**config.mk**
```make
export PLATFORM = sky130hd
export DESIGN_NAME = port_ingress_mac_policing
export DESIGN_NICKNAME = d
export VERILOG_FILES = /design/src/ingress_policing_pkg.sv /design/src/rate_meter_if.sv /design/src/rate_meter.sv /design/src/port_ingress_mac_policing.sv
export VERILOG_INCLUDE_DIRS = /design/src
export SDC_FILE = /design/constraint.sdc
export NUM_CORES = 2
export LEC_CHECK = 0
export BUFFER_PORTS_ARGS = -buffer_cell sky130_fd_sc_hd__buf_2
export CORE_AREA = 2 2 327 329
export DETAILED_ROUTE_END_ITERATION = 6
export DIE_AREA = 0 0 329 331
export GPL_TIMING_DRIVEN = 0
export SYNTH_ARGS = -nofsm -noshare
export SYNTH_HDL_FRONTEND = slang
export SYNTH_HIERARCHICAL = 1
export SYNTH_SLANG_ARGS = --single-unit
```
**constraint.sdc**
```tcl
create_clock -name aclk -period 17 [get_ports aclk]
set_clock_uncertainty 0.05 [all_clocks]
set_input_delay 0.85 -clock aclk [delete_from_list [all_inputs] [get_ports aclk]]
set_output_delay 0.85 -clock aclk [all_outputs]
set_load 0.02 [all_outputs]
```
**src/ingress_policing_defs.svh**
```systemverilog
// Contract
// - Storm bit enables ingress broadcast storm protection.
// - Back pressure only in half duplex with its bit set.
// - Full duplex uses PAUSE flow control, own enable.
// - Bad frames drop unless pass-all, then mirror only.
// - Pass-all keeps flow control frame filtering; a switch bit governs it.
// - Select bit 1 limits per port, 0 per priority.
// - Packet-count mode 1 counts packets, 0 bits.
// - Rate flow control bit asserts flow control when rate exceeded.
// - Limit mode picks counted frames: all, bc/mc/flood, bc/mc, bc only.
// - IFG bit adds twelve gap bytes per frame.
// - Preamble bit adds eight bytes per frame.
// - Preamble bit has no effect in packet-count mode.
// - Priority codes stay pending until priority seven is written.
// - External port transmit flow control needs its enable bit.
`ifndef INGRESS_POLICING_DEFS_SVH
`define INGRESS_POLICING_DEFS_SVH

// Register indices; byte address is four times the index
`define IDX_EXT_CTRL_A 14'h0300
`define IDX_MAC_CTRL_A 14'h0400
`define IDX_MAC_CTRL_B 14'h0401
`define IDX_RATE_CTRL 14'h0403
`define IDX_PRIO0_LIMIT 14'h0410
`define IDX_PRIO7_LIMIT 14'h0417
`define IDX_PORT_LIMIT 14'h0420
`define IDX_STORM_LIMIT 14'h0421
`define IDX_SWITCH_MAC 14'h0430
`define IDX_STATUS 14'h0440

// Writable masks and reset values
`define MASK_EXT_CTRL_A 8'h7F
`define RST_EXT_CTRL_A 8'h50
`define MASK_MAC_CTRL_A 8'h0B
`define MASK_MAC_CTRL_B 8'hBF
`define MASK_RATE_CTRL 8'h7F
`define MASK_LIMIT 8'h7F
`define MASK_SWITCH_MAC 8'h01
`define RST_STORM_LIMIT 8'h40

// Field positions
`define BIT_EXT_DUPLEX 6
`define BIT_EXT_TX_FC 5
`define BIT_STORM_EN 1
`define BIT_BP_EN 3
`define BIT_PASS_ALL 0
`define BIT_PORT_BASED 6
`define BIT_PKT_MODE 5
`define BIT_RATE_FC 4
`define LSB_LIMIT_MODE 2
`define BIT_COUNT_IFG 1
`define BIT_COUNT_PRE 0
`define BIT_FC_FILTER_OFF 0

// Byte counts and rate scaling
`define IFG_BYTES 16'h000C
`define PREAMBLE_BYTES 16'h0008
`define BYTES_PER_CODE 24'h00007D
`define PKTS_PER_CODE 24'h000002

// Measurement interval timing
`define CLK_PERIOD_NS 10
`define INTERVAL_NS 1000000
`define INTERVAL_CYCLES (`INTERVAL_NS / `CLK_PERIOD_NS)

// AXI responses
`define RESP_OKAY 2'h0
`define RESP_SLVERR 2'h2

`endif

```
**src/ingress_policing_pkg.sv**
```systemverilog
package ingress_policing_pkg;
    typedef logic [6:0] limit_code_t;
    typedef logic [15:0] rate_amount_t;
    typedef logic [23:0] rate_count_t;
    typedef enum logic [1:0] {
        LIMIT_ALL,
        LIMIT_BC_MC_FLOOD,
        LIMIT_BC_MC,
        LIMIT_BC
    } limit_mode_t;
endpackage : ingress_policing_pkg

```
**src/rate_meter_if.sv**
```systemverilog
`timescale 1ns/100ps
interface rate_meter_if;
    ingress_policing_pkg::limit_code_t code;
    logic pkt_mode;
    logic hit;
    ingress_policing_pkg::rate_amount_t amount;
    logic tick;
    logic over_now;
    logic over_reg;
    modport meter (input code, input pkt_mode, input hit, input amount, input tick,
        output over_now, output over_reg);
    modport ctrl (output code, output pkt_mode, output hit, output amount, output tick,
        input over_now, input over_reg);
endinterface : rate_meter_if

```
**src/rate_meter.sv**
```systemverilog
`timescale 1ns/100ps
`include "ingress_policing_defs.svh"
module rate_meter (
    // Clock and reset
    input wire logic aclk,
    input wire logic aresetn,
    // Control side
    rate_meter_if.meter m
);
    ingress_policing_pkg::rate_count_t used_reg;
    ingress_policing_pkg::rate_count_t budget;
    logic [24:0] sum;

    // Code zero means no limit
    always_comb begin
        budget = m.pkt_mode ? ingress_policing_pkg::rate_count_t'(m.code) * `PKTS_PER_CODE
            : ingress_policing_pkg::rate_count_t'(m.code) * `BYTES_PER_CODE;
        sum = {1'b0, used_reg} + {9'h000, m.amount};
        m.over_now = m.hit && (m.code != 7'h00) && (sum > {1'b0, budget});
    end

    // Over-rate frames are not counted, so later small frames may still fit
    always_ff @(posedge aclk) begin
        if (!aresetn) begin
            used_reg <= 24'h000000;
        end else if (m.tick) begin
            used_reg <= 24'h000000;
        end else if (m.hit && !m.over_now) begin
            used_reg <= sum[23:0];
        end
    end

    // Sticky over flag; a new excess wins over the tick
    always_ff @(posedge aclk) begin
        if (!aresetn) begin
            m.over_reg <= 1'b0;
        end else if (m.over_now) begin
            m.over_reg <= 1'b1;
        end else if (m.tick) begin
            m.over_reg <= 1'b0;
        end
    end
endmodule : rate_meter

```
**src/port_ingress_mac_policing.sv**
```systemverilog
`timescale 1ns/100ps
`include "ingress_policing_defs.svh"
module port_ingress_mac_policing #(
    parameter int INTERVAL_CYCLES = `INTERVAL_CYCLES
) (
    // Clock and reset
    input wire logic aclk,
    input wire logic aresetn,
    // AXI4-Lite write address and data
    input wire logic [15:0] s_axi_awaddr,
    input wire logic s_axi_awvalid,
    output logic s_axi_awready,
    input wire logic [31:0] s_axi_wdata,
    input wire logic [3:0] s_axi_wstrb,
    input wire logic s_axi_wvalid,
    output logic s_axi_wready,
    // AXI4-Lite write response
    output logic [1:0] s_axi_bresp,
    output logic s_axi_bvalid,
    input wire logic s_axi_bready,
    // AXI4-Lite read
    input wire logic [15:0] s_axi_araddr,
    input wire logic s_axi_arvalid,
    output logic s_axi_arready,
    output logic [31:0] s_axi_rdata,
    output logic [1:0] s_axi_rresp,
    output logic s_axi_rvalid,
    input wire logic s_axi_rready,
    // Received frame descriptor, one cycle per frame
    input wire logic frame_valid,
    input wire logic [15:0] frame_len,
    input wire logic [2:0] frame_prio,
    input wire logic frame_bcast,
    input wire logic frame_mcast,
    input wire logic frame_flood,
    input wire logic frame_crc_err,
    input wire logic frame_too_long,
    input wire logic frame_too_short,
    input wire logic frame_is_pause,
    // Frame verdict
    output logic verdict_valid,
    output logic verdict_forward,
    output logic verdict_mirror_only,
    output logic verdict_drop,
    // Flow control toward the link partner
    output logic pause_request,
    output logic back_pressure
);
    localparam int NUM_PRIO = 8;

    // Register state
    logic [7:0] ext_ctrl_a_reg;
    logic [7:0] mac_ctrl_a_reg;
    logic [7:0] mac_ctrl_b_reg;
    logic [7:0] rate_ctrl_reg;
    logic [7:0] port_limit_reg;
    logic [7:0] storm_limit_reg;
    logic [7:0] switch_mac_reg;
    ingress_policing_pkg::limit_code_t pend_code [NUM_PRIO];
    ingress_policing_pkg::limit_code_t live_code [NUM_PRIO];
    logic [7:0] drop_count_reg;

    // AXI state
    logic aw_full_reg, w_full_reg, do_write;
    logic [13:0] aw_idx_reg;
    logic [7:0] w_byte_reg;
    logic w_lane_reg;
    logic aw_take, w_take, ar_take;
    logic aw_full_next, w_full_next, bvalid_next, rvalid_next;
    logic [31:0] rd_data;
    logic rd_ok, wr_ok;
    // Policing state
    logic [16:0] interval_reg;
    logic tick;
    logic [7:0] storm_count_reg;
    logic storm_hit_reg;
    rate_meter_if meter_bus [NUM_PRIO] ();
    logic [NUM_PRIO-1:0] over_now_vec, over_reg_vec;

    // Decode of control fields
    logic full_duplex, tx_fc_en, storm_en, bp_en, pass_all, port_based, pkt_mode, rate_fc_en;
    logic fc_filter_off, counted, bad, storm_drop, rate_over, rate_hit, fc_trigger;
    ingress_policing_pkg::limit_mode_t limit_mode;
    ingress_policing_pkg::rate_amount_t amount;
    logic [2:0] meter_sel;

    assign full_duplex = ext_ctrl_a_reg[`BIT_EXT_DUPLEX];
    assign tx_fc_en = ext_ctrl_a_reg[`BIT_EXT_TX_FC];
    assign storm_en = mac_ctrl_a_reg[`BIT_STORM_EN];
    assign bp_en = mac_ctrl_b_reg[`BIT_BP_EN];
    assign pass_all = mac_ctrl_b_reg[`BIT_PASS_ALL];
    assign port_based = rate_ctrl_reg[`BIT_PORT_BASED];
    assign pkt_mode = rate_ctrl_reg[`BIT_PKT_MODE];
    assign rate_fc_en = rate_ctrl_reg[`BIT_RATE_FC];
    assign limit_mode = ingress_policing_pkg::limit_mode_t'(rate_ctrl_reg[`LSB_LIMIT_MODE +: 2]);
    assign fc_filter_off = switch_mac_reg[`BIT_FC_FILTER_OFF];

    // Address and data in either order; answer after both
    assign aw_take = s_axi_awvalid && s_axi_awready;
    assign w_take = s_axi_wvalid && s_axi_wready;
    assign do_write = aw_full_reg && w_full_reg && !s_axi_bvalid;
    assign aw_full_next = (aw_full_reg || aw_take) && !do_write;
    assign w_full_next = (w_full_reg || w_take) && !do_write;
    assign bvalid_next = (s_axi_bvalid && !s_axi_bready) || do_write;
    assign ar_take = s_axi_arvalid && s_axi_arready;
    assign rvalid_next = (s_axi_rvalid && !s_axi_rready) || ar_take;

    // Write handshake registers
    always_ff @(posedge aclk) begin
        if (!aresetn) begin
            aw_full_reg <= 1'b0;
            w_full_reg <= 1'b0;
            s_axi_awready <= 1'b0;
            s_axi_wready <= 1'b0;
            s_axi_bvalid <= 1'b0;
            s_axi_bresp <= `RESP_OKAY;
            aw_idx_reg <= 14'h0000;
            w_byte_reg <= 8'h00;
            w_lane_reg <= 1'b0;
        end else begin
            aw_full_reg <= aw_full_next;
            w_full_reg <= w_full_next;
            s_axi_awready <= !aw_full_next && !bvalid_next;
            s_axi_wready <= !w_full_next && !bvalid_next;
            s_axi_bvalid <= bvalid_next;
            if (aw_take) begin
                aw_idx_reg <= s_axi_awaddr[15:2];
            end
            if (w_take) begin
                w_byte_reg <= s_axi_wdata[7:0];
                w_lane_reg <= s_axi_wstrb[0];
            end
            if (do_write) begin
                s_axi_bresp <= wr_ok ? `RESP_OKAY : `RESP_SLVERR;
            end
        end
    end

    // Mapped registers; others answer with an error
    assign wr_ok = (aw_idx_reg == `IDX_EXT_CTRL_A) || (aw_idx_reg == `IDX_MAC_CTRL_A)
        || (aw_idx_reg == `IDX_MAC_CTRL_B) || (aw_idx_reg == `IDX_RATE_CTRL)
        || (aw_idx_reg >= `IDX_PRIO0_LIMIT && aw_idx_reg <= `IDX_PRIO7_LIMIT)
        || (aw_idx_reg == `IDX_PORT_LIMIT) || (aw_idx_reg == `IDX_STORM_LIMIT)
        || (aw_idx_reg == `IDX_SWITCH_MAC) || (aw_idx_reg == `IDX_STATUS);

    // Control registers
    always_ff @(posedge aclk) begin
        if (!aresetn) begin
            ext_ctrl_a_reg <= `RST_EXT_CTRL_A;
            mac_ctrl_a_reg <= 8'h00;
            mac_ctrl_b_reg <= 8'h00;
            rate_ctrl_reg <= 8'h00;
            port_limit_reg <= 8'h00;
            storm_limit_reg <= `RST_STORM_LIMIT;
            switch_mac_reg <= 8'h00;
        end else if (do_write && w_lane_reg) begin
            unique case (aw_idx_reg)
                `IDX_EXT_CTRL_A: ext_ctrl_a_reg <= w_byte_reg & `MASK_EXT_CTRL_A;
                `IDX_MAC_CTRL_A: mac_ctrl_a_reg <= w_byte_reg & `MASK_MAC_CTRL_A;
                `IDX_MAC_CTRL_B: mac_ctrl_b_reg <= w_byte_reg & `MASK_MAC_CTRL_B;
                `IDX_RATE_CTRL: rate_ctrl_reg <= w_byte_reg & `MASK_RATE_CTRL;
                `IDX_PORT_LIMIT: port_limit_reg <= w_byte_reg & `MASK_LIMIT;
                `IDX_STORM_LIMIT: storm_limit_reg <= w_byte_reg;
                `IDX_SWITCH_MAC: switch_mac_reg <= w_byte_reg & `MASK_SWITCH_MAC;
                default: ;
            endcase
        end
    end

    // Codes wait in a shadow set until priority seven is written
    always_ff @(posedge aclk) begin
        if (!aresetn) begin
            for (int i = 0; i < NUM_PRIO; i++) begin
                pend_code[i] <= 7'h00;
                live_code[i] <= 7'h00;
            end
        end else if (do_write && w_lane_reg) begin
            for (int i = 0; i < NUM_PRIO; i++) begin
                if (aw_idx_reg == `IDX_PRIO0_LIMIT + 14'(i)) begin
                    pend_code[i] <= w_byte_reg[6:0];
                end
            end
            if (aw_idx_reg == `IDX_PRIO7_LIMIT) begin
                for (int i = 0; i < NUM_PRIO - 1; i++) begin
                    live_code[i] <= pend_code[i];
                end
                live_code[NUM_PRIO-1] <= w_byte_reg[6:0];
            end
        end
    end

    // Reads show pending codes, status shows live state
    always_comb begin
        rd_data = 32'h00000000;
        rd_ok = 1'b1;
        if (s_axi_araddr[15:2] >= `IDX_PRIO0_LIMIT && s_axi_araddr[15:2] <= `IDX_PRIO7_LIMIT) begin
            rd_data = {25'h0000000, pend_code[s_axi_araddr[4:2]]};
        end else begin
            unique case (s_axi_araddr[15:2])
                `IDX_EXT_CTRL_A: rd_data = {24'h000000, ext_ctrl_a_reg};
                `IDX_MAC_CTRL_A: rd_data = {24'h000000, mac_ctrl_a_reg};
                `IDX_MAC_CTRL_B: rd_data = {24'h000000, mac_ctrl_b_reg};
                `IDX_RATE_CTRL: rd_data = {24'h000000, rate_ctrl_reg};
                `IDX_PORT_LIMIT: rd_data = {24'h000000, port_limit_reg};
                `IDX_STORM_LIMIT: rd_data = {24'h000000, storm_limit_reg};
                `IDX_SWITCH_MAC: rd_data = {24'h000000, switch_mac_reg};
                `IDX_STATUS: rd_data = {16'h0000, drop_count_reg, over_reg_vec};
                default: rd_ok = 1'b0;
            endcase
        end
    end

    // Read channel: one cycle from address to data
    always_ff @(posedge aclk) begin
        if (!aresetn) begin
            s_axi_arready <= 1'b0;
            s_axi_rvalid <= 1'b0;
            s_axi_rdata <= 32'h00000000;
            s_axi_rresp <= `RESP_OKAY;
        end else begin
            s_axi_arready <= !rvalid_next;
            s_axi_rvalid <= rvalid_next;
            if (ar_take) begin
                s_axi_rdata <= rd_data;
                s_axi_rresp <= rd_ok ? `RESP_OKAY : `RESP_SLVERR;
            end
        end
    end

    // Measurement interval; counts restart on each tick
    assign tick = (interval_reg == 17'(INTERVAL_CYCLES - 1));
    always_ff @(posedge aclk) begin
        if (!aresetn || tick) begin
            interval_reg <= 17'h00000;
        end else begin
            interval_reg <= interval_reg + 17'h00001;
        end
    end

    // Frame classification
    always_comb begin
        unique case (limit_mode)
            ingress_policing_pkg::LIMIT_ALL: counted = 1'b1;
            ingress_policing_pkg::LIMIT_BC_MC_FLOOD:
                counted = frame_bcast || frame_mcast || frame_flood;
            ingress_policing_pkg::LIMIT_BC_MC: counted = frame_bcast || frame_mcast;
            ingress_policing_pkg::LIMIT_BC: counted = frame_bcast;
        endcase
        // Preamble ignored in packet mode since only frames are counted
        if (pkt_mode) begin
            amount = 16'h0001;
        end else begin
            amount = frame_len + (rate_ctrl_reg[`BIT_COUNT_IFG] ? `IFG_BYTES : 16'h0000)
                + (rate_ctrl_reg[`BIT_COUNT_PRE] ? `PREAMBLE_BYTES : 16'h0000);
        end
    end

    assign bad = frame_crc_err || frame_too_long || frame_too_short;
    assign meter_sel = port_based ? 3'h0 : frame_prio;
    assign rate_hit = frame_valid && !bad && !frame_is_pause && counted;
    assign rate_over = over_now_vec[meter_sel];
    assign storm_drop = storm_en && frame_bcast && storm_hit_reg;

    // One meter per priority; port mode uses meter zero
    generate
        for (genvar g = 0; g < NUM_PRIO; g++) begin : g_meter
            assign meter_bus[g].code = port_based ? ((g == 0) ? port_limit_reg[6:0] : 7'h00)
                                                  : live_code[g];
            assign meter_bus[g].pkt_mode = pkt_mode;
            assign meter_bus[g].hit = rate_hit && (meter_sel == 3'(g));
            assign meter_bus[g].amount = amount;
            assign meter_bus[g].tick = tick;
            assign over_now_vec[g] = meter_bus[g].over_now;
            assign over_reg_vec[g] = meter_bus[g].over_reg;
            rate_meter u_meter (
                .aclk(aclk),
                .aresetn(aresetn),
                .m(meter_bus[g].meter)
            );
        end
    endgenerate

    // Broadcast frames per interval
    always_ff @(posedge aclk) begin
        if (!aresetn || tick) begin
            storm_count_reg <= 8'h00;
            storm_hit_reg <= 1'b0;
        end else if (frame_valid && frame_bcast && !bad && !storm_hit_reg) begin
            storm_count_reg <= storm_count_reg + 8'h01;
            storm_hit_reg <= (storm_count_reg + 8'h01 >= storm_limit_reg);
        end
    end

    // Verdict one cycle after the descriptor
    always_ff @(posedge aclk) begin
        if (!aresetn) begin
            verdict_valid <= 1'b0;
            verdict_forward <= 1'b0;
            verdict_mirror_only <= 1'b0;
            verdict_drop <= 1'b0;
        end else begin
            verdict_valid <= frame_valid;
            verdict_forward <= 1'b0;
            verdict_mirror_only <= 1'b0;
            verdict_drop <= 1'b0;
            if (frame_valid) begin
                if (frame_is_pause && !fc_filter_off) begin
                    verdict_drop <= 1'b1;
                end else if (bad) begin
                    verdict_mirror_only <= pass_all;
                    verdict_drop <= !pass_all;
                end else if (storm_drop || (rate_over && !rate_fc_en)) begin
                    verdict_drop <= 1'b1;
                end else begin
                    verdict_forward <= 1'b1;
                end
            end
        end
    end

    // Dropped frame count, saturating
    always_ff @(posedge aclk) begin
        if (!aresetn) begin
            drop_count_reg <= 8'h00;
        end else if (verdict_drop && drop_count_reg != 8'hFF) begin
            drop_count_reg <= drop_count_reg + 8'h01;
        end
    end

    // Enabling flow control in the PHY is left to software
    assign fc_trigger = rate_fc_en && (|over_reg_vec);
    always_ff @(posedge aclk) begin
        if (!aresetn) begin
            pause_request <= 1'b0;
            back_pressure <= 1'b0;
        end else begin
            pause_request <= full_duplex && tx_fc_en && fc_trigger;
            back_pressure <= !full_duplex && bp_en && fc_trigger;
        end
    end
endmodule : port_ingress_mac_policing

```
==> results.tsv <==
metric	value	unit
synth_edf_count	112	
leakage	0.0201	uW
path_class	register to register	
fin_ws	7.35	ns
cts_resized	0	
design.final.nets	5751	
whs	0.405	ns
pwr_density_cell	76.2	nW/um^2
pin_count	149	
h-tree-depth	2	
cp_max_fo	10	
grt_pass1_wl	187000	um
timing.rr.start	rate_ctrl_reg[6]$_SDFFE_PN0P_	
cp-startpoint	rate_ctrl_reg[6]$_SDFFE_PN0P_	
grt.overflow.total	0	
hp-class	primary input to register	
hpwlAfterDp	92100	um
ys_ff_latch	440	
globalRouteMet3Util	3.28	%
synth_area	41800	um^2
yosys-top-cells-area	ha_1 16%, dfxtp_1 16%, edfxtp_1 8.1%	
grt_max_degree	31	
slowest_stage	clkbuf_1	
totalWireLength	118000	um
cts_sinks	440	
dieArea	109000	um^2
wl_per_cell	18.4	um
dpl.cell_count	6278	
critPathMostFrequentCell	fa_1	
postCtsHoldBufs	0	
numCtsBuffers	56	
finalMaxSlewViolations	0	
finalNonFillerCells	6385	
grt_pass1_vias	33700	
max-slew-margin-rel	16.9	%
layout-drive-gt1-share	9.80	%
clkTransAtPathRegs	0.06	ns
cts.path.max_buffers	3	
drc	0	
pre_cts_slack	7.48	ns
ys_warn_count	6	
largest_register_ffs	192	
holdCritStartpoint	s_axi_awaddr[15]	
max_freq	104	MHz
synth-seq-area-share	23.8	%
cpPeakStageDelay	0.59	ns
post-cts-setup-buffer-count	0	
drv_cap	0	
crit_path_start_kind	register	
grt_busiest_layer	met2	
period_needed	9.65	ns
grt_util_met1	29.2	%
gp_congestion	0.929	
area_delta_synth_final	11.4	%
outcome	finished, final reports clean	
avgViaCountPerCell	5.48	
antenna_found_initial	9	
num_vias	35000	
synth_top_area_share	16.5	%
initial_core_util	39.8	%
worstPathArrival	10.13	ns
dieHeight	331	um
final_util	44.3	%
yosys.area.top_type	ha_1	
cp-end-kind	register	
syn_area_per_cell	8.78	um^2
cts-root-buf	clkbuf_16	
worstMarginPinSlew	1.25	ns
die_w	329	um
setup-tns-final	0	ns
portBuffers	97	
worstPathRequired	17.48	ns
detail-route-antenna-nets	0	
cts_tree	yes	
grt_setup_unrepaired	false	
synth-async-reset-ratio	0	%
drt_iter0_drc	2192	
vdd_drop_max	0.0000823	V
gr-usage-met2	35.0	%
synth-main-ff-cell	dfxtp_1	
grt_use_total	21.4	%
synth_cell_types	123	
clock_latency	0.65	ns
fin_crit_sh	56.7	%
coreArea	105000	um^2
synth_cells	4755	
setup_viol	0	
hold_viol_final	0	
rows	119	
firstDrtPassIters	7	
==> cell type report <==
class / count / area [um^2]
inverters: 361 / 1360
well taps: 1391 / 1740
flip-flops and latches: 440 / 9930
repair buffers: 115 / 878
clock buffers: 72 / 1560
plain buffers: 232 / 1210
fillers: 10400 / 58500
multi-input cells: 3739 / 29400
diodes: 2 / 5.00
clock inverters: 33 / 448
==> per-layer routing <==
| metal | vias up | share of wire, % |
|---|---|---|
| li1 | 17300 | - |
| met1 | 16600 | 46 |
| met2 | 854 | 45 |
| met3 | 198 | 5.4 |
| met4 | 12 | 3.3 |
| met5 | - | 0.068 |
==> power breakdown <==
group	internal, uW	switching, uW
registers	1090	11.8
clock network	791	528
logic	478	647
total	2360	1190
==> synth_stat cells, drive strengths merged (86+ instances only) <==
cell	count
nand2	348
ha	550
o211ai	88
xor2	116
mux2i	135
fa	154
dfxtp	328
nand3	153
nor2b	107
inv	360
nor2	372
buf	86
xnor2	129
edfxtp	112
o21ai	228
clkbuf	146
a21oi	341
==> worst max-delay path, delay by kind of cell, from the launching register on <==
family	cells	cell delay [ns]
AOI/OAI and AO/OA	13	2.81
adders and majority gates	6	2.65
buffers and inverters	5	1.70
DFF	1	0.30
muxes	2	0.74
and+or+nand+nor	7	1.25
==> final timing paths <==
kind	to	slack, ns	depth (start not counted)
worst max-delay path	verdict_drop$_SDFF_PN0_	7.35	33
worst min-delay path	aw_idx_reg[13]$_SDFFE_PN0P_	0.41	3
worst max register to register	verdict_drop$_SDFF_PN0_	7.35	33
worst min register to register	w_lane_reg$_SDFFE_PN0P_	0.41	2
==> cells by family after synthesis <==
logic type | share of synthesized area (%)
other | 0.00898
AOI/OAI and AO/OA | 18.2
DFF | 23.8
xor gates and xnor gates | 5.14
buffers and inverters | 6.13
and+or+nand+nor | 18.1
adders and majority gates | 23.9
muxes | 4.74
==> cell usage in the layout (no fill, tap or decap), types with 16 or more instances in the layout <==
cell,instances
xor2_1,116
inv_1,359
ha_1,550
a21oi_1,306
a221oi_1,18
nand2_1,347
o21ai_1,33
o21a_1,40
buf_4,27
nor2_1,354
mux2_2,23
conb_1,18
a211oi_1,37
clkbuf_1,147
o211ai_1,85
edfxtp_1,112
buf_2,126
a21oi_2,34
buf_6,22
or3_1,37
and2_1,80
a21o_1,81
fa_1,154
a31oi_1,33
nand4_1,74
o31ai_1,61
nand3_1,151
nand2b_1,72
xnor2_1,129
nor2b_1,103
o21ai_0,188
nor3_1,75
mux2i_1,135
a21boi_0,34
nor2_2,16
and3_1,29
clkbuf_16,57
dfxtp_1,328
==> through the flow <==
step | power [uW] | instance area, um^2
after floorplan | 1980 | 41800
after global placement | 2220 | 44000
after detailed placement | 2240 | 44500
after CTS | 3580 | 46500
after global routing | 3800 | 46500
final | 3540 | 46500
Power figures use the tool's default switching activity.
